$ cat src/shared/dot_pkg.sv
package dot_pkg;

    // ======================================================
    // Register map (byte addresses)
    // ======================================================
    localparam logic [3:0] ADDR_CTRL   = 4'h0;
    localparam logic [3:0] ADDR_LAT    = 4'h4;
    localparam logic [3:0] ADDR_STATUS = 4'h8;

    // ======================================================
    // Control register fields
    // ======================================================
    localparam int CTRL_NOM_LSB  = 0;   // Nominal termination code, 3 bits
    localparam int CTRL_NOM_W    = 3;
    localparam int CTRL_WR_LSB   = 3;   // Write termination code, 2 bits
    localparam int CTRL_WR_W     = 2;
    localparam int CTRL_KEEP_BIT = 5;   // DLL kept on in precharge PD
    localparam logic [5:0] CTRL_RESET = 6'h00;

    // ======================================================
    // Latency register fields
    // ======================================================
    localparam int LAT_CWL_LSB = 0;
    localparam int LAT_AL_LSB  = 4;
    localparam int LAT_FLD_W   = 4;
    localparam logic [3:0] CWL_RESET = 4'h5;
    localparam logic [3:0] AL_RESET  = 4'h0;

    // ======================================================
    // Status register fields
    // ======================================================
    localparam int STAT_RTT_BIT  = 0;
    localparam int STAT_ODT_BIT  = 1;
    localparam int STAT_SYNC_BIT = 2;
    localparam int STAT_CKE_BIT  = 3;

    // ======================================================
    // Timing
    // ======================================================
    localparam logic [4:0] LAT_OFFSET = 5'h02;  // ODT latency = WL - 2
    localparam logic [4:0] LAT_MIN    = 5'h01;
    localparam int         HIST_W     = 32;

endpackage

$ cat src/dot_odt_ctrl.sv
// Added by the designer: the strobed register port and the register addresses.
`timescale 1ns/10ps
// Overview of operation
// - Termination switched per rank by ODT
// - Self-refresh: termination off, ODT ignored
// - ODT ignored when mode disables termination
// - Nonzero nominal or write code enables
// - ODT low off; high on unless disabled or out of synchronous mode
// - No read or write command decoding
// - Synchronous timing when DLL locked and CKE high or keep bit set
// - RTT follows ODT after fixed latency
// - Additive latency delays internal ODT
// - Latency equals CWL plus AL minus two, never below one
// - Termination returns when drivers release
module dot_odt_ctrl
(
    // Clock and reset
    input  wire logic        clk,
    input  wire logic        sys_rst,
    // Register port
    input  wire logic [3:0]  regAddr,
    input  wire logic [31:0] regWdata,
    input  wire logic        regWr,
    input  wire logic        regRd,
    output logic      [31:0] regRdata,
    // Pins from the controller
    input  wire logic        odtPin,
    input  wire logic        ckePin,
    // Device-internal state
    input  wire logic        selfRefresh,
    input  wire logic        dllLocked,
    input  wire logic        dqDriving,
    // Termination switch
    output logic             rttOn,
    output logic      [2:0]  rttNomSel,
    output logic      [1:0]  rttWrSel
);

    // ======================================================
    // Functions
    // ======================================================
    function automatic logic [4:0] calcLat(input logic [3:0] cwl,
                                           input logic [3:0] al);
        logic [4:0] sum;
        sum = {1'b0, cwl} + {1'b0, al};
        if (sum > dot_pkg::LAT_OFFSET + dot_pkg::LAT_MIN)
            calcLat = sum - dot_pkg::LAT_OFFSET;
        else
            calcLat = dot_pkg::LAT_MIN;
    endfunction

    // ======================================================
    // Pin synchronisers
    // ======================================================
    logic odtMeta;
    logic odtS;
    logic ckeMeta;
    logic ckeS;

    always_ff @(posedge clk or posedge sys_rst)
    begin
        if (sys_rst)
        begin
            odtMeta <= 1'b0;
            odtS    <= 1'b0;
            ckeMeta <= 1'b0;
            ckeS    <= 1'b0;
        end
        else
        begin
            odtMeta <= odtPin;
            odtS    <= odtMeta;
            ckeMeta <= ckePin;
            ckeS    <= ckeMeta;
        end
    end

    // ======================================================
    // Register file
    // ======================================================
    logic [5:0]  ctrl;
    logic [3:0]  cwl;
    logic [3:0]  al;
    logic [5:0]  next_ctrl;
    logic [3:0]  next_cwl;
    logic [3:0]  next_al;
    logic [31:0] next_regRdata;
    logic        syncMode;
    logic        termEnabled;

    always_comb
    begin
        next_ctrl     = ctrl;
        next_cwl      = cwl;
        next_al       = al;
        next_regRdata = 32'h0000_0000;
        if (regWr && regAddr == dot_pkg::ADDR_CTRL)
            next_ctrl = regWdata[5:0];
        if (regWr && regAddr == dot_pkg::ADDR_LAT)
        begin
            next_cwl = regWdata[dot_pkg::LAT_CWL_LSB +: dot_pkg::LAT_FLD_W];
            next_al  = regWdata[dot_pkg::LAT_AL_LSB +: dot_pkg::LAT_FLD_W];
        end
        if (regRd)
        begin
            case (regAddr)
                dot_pkg::ADDR_CTRL:
                    next_regRdata = {26'h000_0000, ctrl};
                dot_pkg::ADDR_LAT:
                    next_regRdata = {24'h00_0000, al, cwl};
                dot_pkg::ADDR_STATUS:
                begin
                    next_regRdata[dot_pkg::STAT_RTT_BIT]  = rttOn;
                    next_regRdata[dot_pkg::STAT_ODT_BIT]  = odtS;
                    next_regRdata[dot_pkg::STAT_SYNC_BIT] = syncMode;
                    next_regRdata[dot_pkg::STAT_CKE_BIT]  = ckeS;
                end
                default:
                    next_regRdata = 32'h0000_0000;
            endcase
        end
    end

    always_ff @(posedge clk or posedge sys_rst)
    begin
        if (sys_rst)
        begin
            ctrl     <= dot_pkg::CTRL_RESET;
            cwl      <= dot_pkg::CWL_RESET;
            al       <= dot_pkg::AL_RESET;
            regRdata <= 32'h0000_0000;
        end
        else
        begin
            ctrl     <= next_ctrl;
            cwl      <= next_cwl;
            al       <= next_al;
            regRdata <= next_regRdata;
        end
    end

    // ======================================================
    // Termination control
    // ======================================================
    logic [dot_pkg::HIST_W-1:0] odtHist;
    logic [dot_pkg::HIST_W-1:0] next_odtHist;
    logic [4:0]                 odtLat;
    logic                       odtTap;
    logic                       next_rttOn;
    logic [2:0]                 nomCode;
    logic [1:0]                 wrCode;

    assign nomCode = ctrl[dot_pkg::CTRL_NOM_LSB +: dot_pkg::CTRL_NOM_W];
    assign wrCode  = ctrl[dot_pkg::CTRL_WR_LSB +: dot_pkg::CTRL_WR_W];
    // Any nonzero code enables and also selects the strength
    assign termEnabled = (nomCode != 3'h0) || (wrCode != 2'h0);
    // Slow-exit precharge PD freezes the DLL; CKE low then leaves sync
    assign syncMode = dllLocked
                   && (ckeS || ctrl[dot_pkg::CTRL_KEEP_BIT]);
    // Latency is CWL plus AL less two, never below one, AL posting the pin
    assign odtLat = calcLat(cwl, al);
    assign odtTap = odtHist[odtLat - 5'h01];

    always_comb
    begin
        // Self-refresh flushes history so ODT is ignored there
        if (selfRefresh)
            next_odtHist = '0;
        else
            next_odtHist = {odtHist[dot_pkg::HIST_W-2:0], odtS};
        // Only the pin, mode and driver state matter: no command decode
        next_rttOn = odtTap && termEnabled && syncMode
                  && !selfRefresh
                  && !dqDriving;
    end

    always_ff @(posedge clk or posedge sys_rst)
    begin
        if (sys_rst)
        begin
            odtHist   <= '0;
            rttOn     <= 1'b0;
            rttNomSel <= 3'h0;
            rttWrSel  <= 2'h0;
        end
        else
        begin
            odtHist   <= next_odtHist;
            rttOn     <= next_rttOn;
            rttNomSel <= nomCode;
            rttWrSel  <= wrCode;
        end
    end
endmodule

$ cat config.mk
export PLATFORM = sky130hd
export DESIGN_NAME = dot_odt_ctrl
export DESIGN_NICKNAME = d
export VERILOG_FILES = /design/src/shared/dot_pkg.sv /design/src/dot_odt_ctrl.sv
export SDC_FILE = /design/constraint.sdc
export NUM_CORES = 1
export LEC_CHECK = 0
export BUFFER_PORTS_ARGS = -buffer_cell sky130_fd_sc_hd__clkbuf_2
export CAP_MARGIN = 20
export CORE_AREA = 2 2 80 82
export CTS_CLUSTER_DIAMETER = 80
export DETAILED_ROUTE_END_ITERATION = 12
export DIE_AREA = 0 0 82 84
export HOLD_SLACK_MARGIN = 0.1
export PLACE_DENSITY = 0.81
export SLEW_MARGIN = 20
export SYNTH_ARGS = -nofsm -noshare
export SYNTH_HDL_FRONTEND = slang
export SYNTH_SLANG_ARGS = --single-unit
$ cat constraint.sdc
create_clock -name clk -period 6.7 [get_ports clk]
set_input_delay 1.005 -clock clk [delete_from_list [all_inputs] [get_ports clk]]
set_output_delay 1.005 -clock clk [all_outputs]
set_load 0.01 [all_outputs]
Word level (Yosys, flattened, before mapping)
Cells that the tools add are included.
{ "classes": {"n_addsub": 3, "order_cmp": 2, "eq_ne": 2, "mux": 7, "reduce_logical": 14} }
{ "ops": {"columns": ["cell", "count"], "rows": [
  ["2-to-1 mux 32 bit", 1],
  ["one-hot mux 4 bit (3 select lines)", 1],
  ["2-to-1 mux 8 bit", 1],
  ["one-hot mux 4 bit (2 select lines)", 1],
  ["logical AND 1 bit", 7],
  ["less-than comparator 5 x 6 -> 1 bit (second input constant)", 1],
  ["adder 4 x 4 -> 5 bit", 1],
  ["binary-select mux 1 bit (select 5 bit)", 1],
  ["greater-than comparator 5 x 2 -> 1 bit (second input constant)", 1],
  ["2-to-1 mux 5 bit", 1],
  ["subtractor 5 x 1 -> 5 bit (second input constant)", 1],
  ["subtractor 5 x 2 -> 5 bit (second input constant)", 1],
  ["equality test 4 x 3 -> 1 bit (second input constant)", 1],
  ["equality test 4 bit (second input constant)", 1],
  ["logical NOT 4 bit", 1],
  ["nonzero test 3 bit", 1],
  ["logical NOT 1 bit", 2],
  ["logical OR 1 bit", 2],
  ["nonzero test 2 bit", 1],
  ["2-to-1 mux 1 bit", 1]
]} }
{ "totals": {"regBits": 88, "input_bits": 45, "out_inout_bits": 38, "word_cells": 40} }

Depth between registers and ports, before layout
Gate-level depths: netlist of the first run.
{ "depth": {"word_depth": 10, "depth_mapped": 17, "ltp_nobuf": 14} }

Worst setup path before layout of the first run
No wires, ideal clock.
{ "synth_timing": {"kind": "register to register", "start": "register al[0]", "end": "register rttOn", "t_arrival_ns": 3.451, "slack_ns": 3.168, "stages_incl_launch_ff": 17, "path_cell_list": "dfrtp_1 ha_1 fa_1 buf_2 xnor2_1 ha_1 nand2_1 nand2_1 nand2_1 ha_1 clkbuf_1 clkbuf_1 a21oi_1 a211oi_1 mux2i_1 a311o_1 nor3_2"} }
{ "synth_between": {"elab_chain_cells": 10, "elab_cells_between_ends": 11} }
{ "synth_lines": {"columns": ["element", "line", "source"], "rows": [
  ["from (decl)", "dot_odt_ctrl.sv:83", "logic [3:0] al;"],
  ["from (signal assigned)", "dot_odt_ctrl.sv:130", "al <= dot_pkg::AL_RESET;"],
  ["from (signal assigned)", "dot_odt_ctrl.sv:137", "al <= next_al;"],
  ["adder 4 x 4 -> 5 bit *", "dot_odt_ctrl.sv:45", "sum = {1'b0, cwl} + {1'b0, al};"],
  ["subtractor 5 x 2 -> 5 bit / greater-than comparator 5 x 2 -> 1 bit (equally long branches)", "dot_odt_ctrl.sv:47, dot_odt_ctrl.sv:46", null],
  ["2-to-1 mux 5 bit *", "dot_odt_ctrl.sv:46", "if (sum > dot_pkg::LAT_OFFSET + dot_pkg::LAT_MIN)"],
  ["subtractor 5 x 1 -> 5 bit *", "dot_odt_ctrl.sv:162", "assign odtTap = odtHist[odtLat - 5'h01];"],
  ["binary-select mux 1 bit (select 5 bit) *", "dot_odt_ctrl.sv:162", null],
  ["2-to-1 mux 1 bit (not written as such) *", "dot_odt_ctrl.sv:162", null],
  ["logical AND 1 bit * (2 in series)", "dot_odt_ctrl.sv:172", "next_rttOn = odtTap && termEnabled && syncMode"],
  ["logical AND 1 bit *", "dot_odt_ctrl.sv:173", "&& !selfRefresh"],
  ["logical AND 1 bit *", "dot_odt_ctrl.sv:174", "&& !dqDriving;"],
  ["net next_rttOn", "dot_odt_ctrl.sv:149", "logic next_rttOn;"],
  ["to (signal assigned)", "dot_odt_ctrl.sv:189", "rttOn <= next_rttOn;"],
  ["to (decl)", "dot_odt_ctrl.sv:34", "output logic rttOn,"]
]} }
The timed path passes the listed nets; every way through them passes the cells marked *. The select of a mux whose other input is x is not followed.
A chain may end at the register's enable or synchronous reset.

Worst setup path after layout of the first run
{ "layout_timing": {"start": "register cwl[0]", "end": "register rttOn"} }
{ "layout_between": {"elab_chain_cells": 10, "elab_cells_between_ends": 11} }
{ "layout_lines": {"columns": ["element", "line", "source"], "rows": [
  ["from (decl)", "dot_odt_ctrl.sv:82", "logic [3:0] cwl;"],
  ["from (signal assigned)", "dot_odt_ctrl.sv:129", "cwl <= dot_pkg::CWL_RESET;"],
  ["from (signal assigned)", "dot_odt_ctrl.sv:136", "cwl <= next_cwl;"],
  ["adder 4 x 4 -> 5 bit *", "dot_odt_ctrl.sv:45", null],
  ["subtractor 5 x 2 -> 5 bit / greater-than comparator 5 x 2 -> 1 bit (equally long branches)", "dot_odt_ctrl.sv:47, dot_odt_ctrl.sv:46", null],
  ["2-to-1 mux 5 bit *", "dot_odt_ctrl.sv:46", null],
  ["subtractor 5 x 1 -> 5 bit *", "dot_odt_ctrl.sv:162", null],
  ["binary-select mux 1 bit (select 5 bit) *", "dot_odt_ctrl.sv:162", null],
  ["2-to-1 mux 1 bit (not written as such) *", "dot_odt_ctrl.sv:162", null],
  ["logical AND 1 bit * (2 in series)", "dot_odt_ctrl.sv:172", null],
  ["logical AND 1 bit *", "dot_odt_ctrl.sv:173", null],
  ["logical AND 1 bit *", "dot_odt_ctrl.sv:174", null],
  ["net next_rttOn", "dot_odt_ctrl.sv:149", null]
]} }
Marks and branches as above.

==> results.yml, run 1 <==
route:
  wl_um: 6120
  first_pass_iters: 4
  antenna_left: 0
  vias: 2224
  routedWlPerCell_um: 14.8
  drt_iter0_drc: 161
  drc: 0
  vias_per_cell: 5.38
power_and_ir_drop:
  total_power_mw: 1.38
  leakagePower_nw: 1.68
  p_per_area_nw_per_um2: 388
  peakVddDrop_v: 0.000203
global_route:
  antenna_found_initial: 1
  grt_first_pass_wirelength_um: 10200
  grtUsageTotal: 0.198
  grt_pass1_vias: 2113
  grt_max_degree: 65
  grt_overflow_total: 0
synthesis:
  synth_area_leaders: "dfrtp_1 (48%), nor2b_1 (6.3%), buf_4 (5.5%), mux2_2 (5.2%), nor2_1 (3.3%)"
  synth_common_cells: "dfrtp_1 (62), nor2b_1 (33), nor2_1 (29)"
  synth_edf_count: 0
  synth_most_common_cell: "dfrtp_1"
  yosysTopAreaCellShare: 0.477
  synthFlopType: "dfrtp_1"
  synth.distinct_cells: 51
  synthCells: 298
  yosys_warnings: 0
  synth_area_per_cell_um2: 10.9
  synthesis.area_um2: 3260
  yosys.area.top_type: "dfrtp_1"
  yosysSeqAreaShare: 0.493
  ys_seq_elements: 64
  async_flop_share: 1.00
clock_network:
  clk_latency_ns: 0.34
  cts_tree: "done"
  cts_root_buf: "clkbuf_8"
  cts_resized: 0
  post_cts_buffers: 0
  clk_pin_slew_worst_paths_ns: 0.08
  cts_sinks: 64
  clock_path_buffers: 2
  hold_buffers: 0
  h-tree-depth: 3
  cts_buffers: 9
placed_design:
  place_hpwl_um: 4440
  place_congestion: 0.845
  port_buffers: 34
sta:
  fmax_ghz: 0.238
  final-hold-violation-count: 0
  finalMaxSlewViolations: 0
  finClkSkew_ns: 0.00862
  rsz0062_at_grt: "no"
  setup-violations-final: 0
  setup_tns_ns: 0
  finalCritPeriodShare: 0.628
  max_slew_margin: 0.486
  fin_crit_ns: 4.21
  hold-worst-slack_ns: 0.350
  tightest_slew_ns: 0.771
critical_path:
  rr_worst_depth: 11
  crit_required_ns: 6.93
  cp.arrival_ns: 4.43
  timing.rr.start: "cwl[0]$_DFFE_PP1P_"
  end_kind: "flip-flop"
  rrSetupSlack_ns: 2.49
  critical_path.max_fanout: 17
  worstSetupPathType: "reg2reg"
  r2r-end: "rttOn$_DFF_PP0_"
  cp-start-kind: "flip-flop"
finish:
  area_delta_synth_final_pct: 8.80
  nNetsFinal: 383
  seq_area_um2: 1600
  num-fill-cells: 497
  layout-drive-gt1-share: 0.239
  multi_input_area_um2: 1470
floorplan:
  core_area_um2: 6100
  die_w_um: 82
  initial_utilization: 0.534
  die_area_um2: 6890
  die_h_um: 84
  fp-row-count: 29
  ios: 83
min_path:
  worstHoldPathCells: 0
  min_to: "ckeS$_DFF_PP0_"
  hp-class: "reg2reg"
  holdCritStartpoint: "ckeMeta$_DFF_PP0_"
run_status:
  status: "complete, no violations"
job:
  cap_violations: 0
cells by family after synthesis:
family | count (synthesis) | synth area share
flip-flops | 64 | 0.493
AND/OR/NAND/NOR | 102 | 0.163
buffers and inverters | 42 | 0.0819
other | 1 | 0.00115
XOR/XNOR | 8 | 0.0238
AO/OA/AOI/OAI | 44 | 0.0938
multiplexers | 29 | 0.110
adder cells (fa/ha/maj) | 8 | 0.0331
worst max-delay path by stage:
| stage | start | to | slack, ns | depth (start not counted) |
|---|---|---|---|---|
| after floorplan | al[0]$_DFFE_PP0P_ | rttOn$_DFF_PP0_ | 3.17 | 16 |
| after global placement | cwl[0]$_DFFE_PP1P_ | rttOn$_DFF_PP0_ | 2.63 | 11 |
| after detailed placement | cwl[0]$_DFFE_PP1P_ | rttOn$_DFF_PP0_ | 2.48 | 11 |
| after CTS | cwl[0]$_DFFE_PP1P_ | rttOn$_DFF_PP0_ | 2.47 | 11 |
| after global routing | cwl[0]$_DFFE_PP1P_ | rttOn$_DFF_PP0_ | 2.21 | 11 |
| final | cwl[0]$_DFFE_PP1P_ | rttOn$_DFF_PP0_ | 2.49 | 11 |
critical path: stages (launching register included):
cell and delay [ns]:
dfstp_2 0.57, ha_1 0.24, fa_1 0.47, nor2_1 0.14, a31oi_2 0.27, o21ba_1 0.47, ha_1 0.66, mux4_2 0.60
o21a_1 0.12, a2111oi_1 0.31, a311o_1 0.19, nor3_2 0.06
sequential cells by signal, summed over array words and instances, names as in the netlist:
name,cells
al,4
ckeMeta,1
regRdata,8
ckeS,1
odtS,1
rttWrSel,2
cwl,4
odtHist,32
rttNomSel,3
rttOn,1
odtMeta,1
ctrl,6
cell type report:
type | instances | share of cell area
Tap cell | 77 | 0.0272
Sequential cell | 64 | 0.453
Inverter | 5 | 0.00530
Antenna cell | 1 | 0.000706
Multi-Input combinational cell | 215 | 0.415
Clock inverter | 7 | 0.0134
Clock buffer | 9 | 0.0350
Timing Repair Buffer | 35 | 0.0502
metal layers:
| metal | track usage | routed length, µm | vias to the layer above |
|---|---|---|---|
| met1 | 0.276 | 2670 | 1090 |
| met2 | 0.287 | 3030 | 70 |
| met4 | 0.0818 | 90 | 0 |
| met5 | 0 | 0 | - |
| met3 | 0.0639 | 326 | 7 |
| li1 | - | - | 1057 |
layout by cell type (no fill, tap or decap), types with 5 or more instances in the layout:
cell / Yosys / layout
o21ai_0: 9 / 9
nor3_1: 8 / 8
clkbuf_8: 0 / 9
nand2_1: 16 / 16
nor2_1: 29 / 29
ha_1: 7 / 7
nor2b_1: 33 / 33
clkbuf_2: 0 / 34
dfrtp_1: 62 / 62
xnor2_1: 5 / 5
conb_1: 1 / 24
a211oi_1: 6 / 6
a21oi_1: 12 / 12
mux2i_1: 10 / 10
mux2_2: 15 / 15
power breakdown:
part / switching [mW] / total (mW) / internal [mW] / leakage [nW]
registers: 0.0267 / 0.446 / 0.420 / 0.846
clock network: 0.153 / 0.287 / 0.134 / 0.0854
logic: 0.381 / 0.642 / 0.261 / 0.745
total: 0.561 / 1.38 / 0.815 / 1.68
per-stage QoR:
stage | std cells | utilization | area (µm²) | worst slack (ns)
6_report | 413 | 0.581 | 3540 | 2.49
5_1_grt | 412 | 0.581 | 3540 | 2.21
4_1_cts | 412 | 0.581 | 3540 | 2.47
3_5_place_dp | 396 | 0.553 | 3370 | 2.48
3_3_place_gp | 396 | 0.553 | 3370 | 2.63
2_1_floorplan | 321 | - | 3340 | 3.17
Power figures use the tool's default switching activity.
==> run 2, diff against run 1 <==
Settings changed: CORE_AREA 2 2 80 82 to 2 2 86 88, DIE_AREA 0 0 82 84 to 0 0 88 90, PLACE_DENSITY 0.81 to 0.74.
Clock period 6.7 ns to 3.7 ns, I/O delays scaled along.
==> run 2 against run 1 <==
Compared with the run above: clock power is 83% higher; via count is 3.1% higher; sequential cell count stayed put; maximum frequency is 19% higher; final cell count is 6.5% higher; combinational power is 100% higher; worst hold slack worse by 0.039 ns; critical path type unchanged; critical endpoint unchanged; largest power group unchanged.
==> results.yml, run 2 (synthesized netlist as in run 1, its figures left out) <==
critical_path:
  rrSetupSlack_ns: 0.17
  worstSetupPathType: "reg2reg"
  crit_required_ns: 3.96
  timing.rr.start: "cwl[0]$_DFFE_PP1P_"
  critical_path.max_fanout: 5
  r2r-end: "rttOn$_DFF_PP0_"
  cp-start-kind: "flip-flop"
  end_kind: "flip-flop"
  cp.arrival_ns: 3.78
  rr_worst_depth: 16
placed_design:
  port_buffers: 34
  placed_area_um2: 3440
  place_hpwl_um: 4670
  place_inst: 424
  place_congestion: 0.905
finish:
  top_regs: "odtHist: 32 flops, regRdata: 8 flops, ctrl: 6 flops"
  nNetsFinal: 389
  final_common_cell: "dfrtp_1"
  seq_area_um2: 1600
  fin_cells: 440
  num_antenna_cells: 0
  largest-register: "odtHist"
  num-fill-cells: 619
  largest_reg_flops: 32
  final_cell_mix: "dfrtp_1 (62), clkbuf_2 (34), nor2b_1 (33)"
  area_delta_synth_final_pct: 11.4
  final_cell_area_um2: 3630
  multi_input_area_um2: 1490
  layout-drive-gt1-share: 0.258
global_route:
  grt_max_degree: 41
  grt_first_pass_wirelength_um: 11100
  antenna_found_initial: 0
  grt_overflow_total: 0
  grt_pass1_vias: 2252
  grtUsageTotal: 0.183
route:
  vias: 2292
  vias_per_cell: 5.21
  first_pass_iters: 4
  routedWlPerCell_um: 14.8
  drt_iter0_drc: 153
  drc: 0
  antenna_left: 0
  wl_um: 6520
sta:
  finClkSkew_ns: 0.00725
  rsz0062_at_grt: "no"
  finalMaxSlewViolations: 0
  fmax_ghz: 0.284
  hold-worst-slack_ns: 0.312
  final-hold-violation-count: 0
  setup_tns_ns: 0
  finalCritPeriodShare: 0.953
  setup-violations-final: 0
  tightest_slew_ns: 0.797
  fin_crit_ns: 3.53
  max_slew_margin: 0.468
clock_network:
  cts_buffers: 9
  clk_pin_slew_worst_paths_ns: 0.07
  cts_sinks: 64
  hold_buffers: 0
  h-tree-depth: 3
  clock_path_buffers: 2
  post_cts_buffers: 0
  cts_root_buf: "clkbuf_8"
  cts_tree: "done"
  clk_latency_ns: 0.34
  cts_resized: 0
min_path:
  min_to: "ckeMeta$_DFF_PP0_"
  hp-class: "in2reg"
  worstHoldPathCells: 1
  holdCritStartpoint: "ckePin"
power_and_ir_drop:
  p_per_area_nw_per_um2: 723
  total_power_mw: 2.62
  leakagePower_nw: 1.70
  peakVddDrop_v: 0.000344
floorplan:
  die_w_um: 88
  die_h_um: 90
  core_area_um2: 7020
  die_area_um2: 7920
  initial_utilization: 0.464
  fp-row-count: 31
  ios: 83
job:
  cap_violations: 0
run_status:
  status: "complete, no violations"
[run 2: worst max-delay path by stage]
stage,slack (ns),from,to
CTS,0.007,cwl[0]$_DFFE_PP1P_,rttOn$_DFF_PP0_
finish,0.17,cwl[0]$_DFFE_PP1P_,rttOn$_DFF_PP0_
detailed placement,0.02,cwl[0]$_DFFE_PP1P_,rttOn$_DFF_PP0_
global placement,0.08,al[0]$_DFFE_PP0P_,rttOn$_DFF_PP0_
global route,0.02,cwl[0]$_DFFE_PP1P_,rttOn$_DFF_PP0_
floorplan,0.17,al[0]$_DFFE_PP0P_,rttOn$_DFF_PP0_
[run 2: through the flow]
step,util,setup WS [ns]
2_1_floorplan,-,0.168
3_5_place_dp,0.490,0.0181
3_3_place_gp,0.490,0.0794
5_1_grt,0.517,0.0187
6_report,0.517,0.173
4_1_cts,0.515,0.00742
[run 2: report_power, final]
group / total, mW / switching (mW) / internal, mW
registers: 0.808 / 0.0481 / 0.760
clock network: 0.524 / 0.282 / 0.242
logic: 1.29 / 0.738 / 0.552
[run 2: metal layers]
metal  GRT usage  part of all wire  up-vias
li1            -                 -     1066
met1       0.246              0.43     1120
met2       0.272              0.49       87
met3      0.0523             0.054       19
met4      0.0821             0.027        0
met5           0                 0        -
[run 2: critical path, cell delays in order, from the launching register on]
cell and delay, ns:
dfstp_2 0.56, ha_1 0.23, fa_2 0.28, buf_4 0.14, nor2_1 0.05, a31oi_2 0.29
nor2_2 0.07, nand2_1 0.07, nand2_1 0.08, ha_4 0.33, buf_4 0.16, mux2i_1 0.07
a32o_1 0.20, a21oi_1 0.18, a2111oi_1 0.13, a311o_1 0.36, nor3_2 0.22
[run 2: final cells by class]
cell class	count	area share
Clock buffer	9	0.0341
Clock inverter	7	0.0131
Inverter	5	0.00517
Multi-Input combinational cell	215	0.410
Sequential cell	64	0.442
Tap cell	99	0.0341
Timing Repair Buffer	41	0.0614
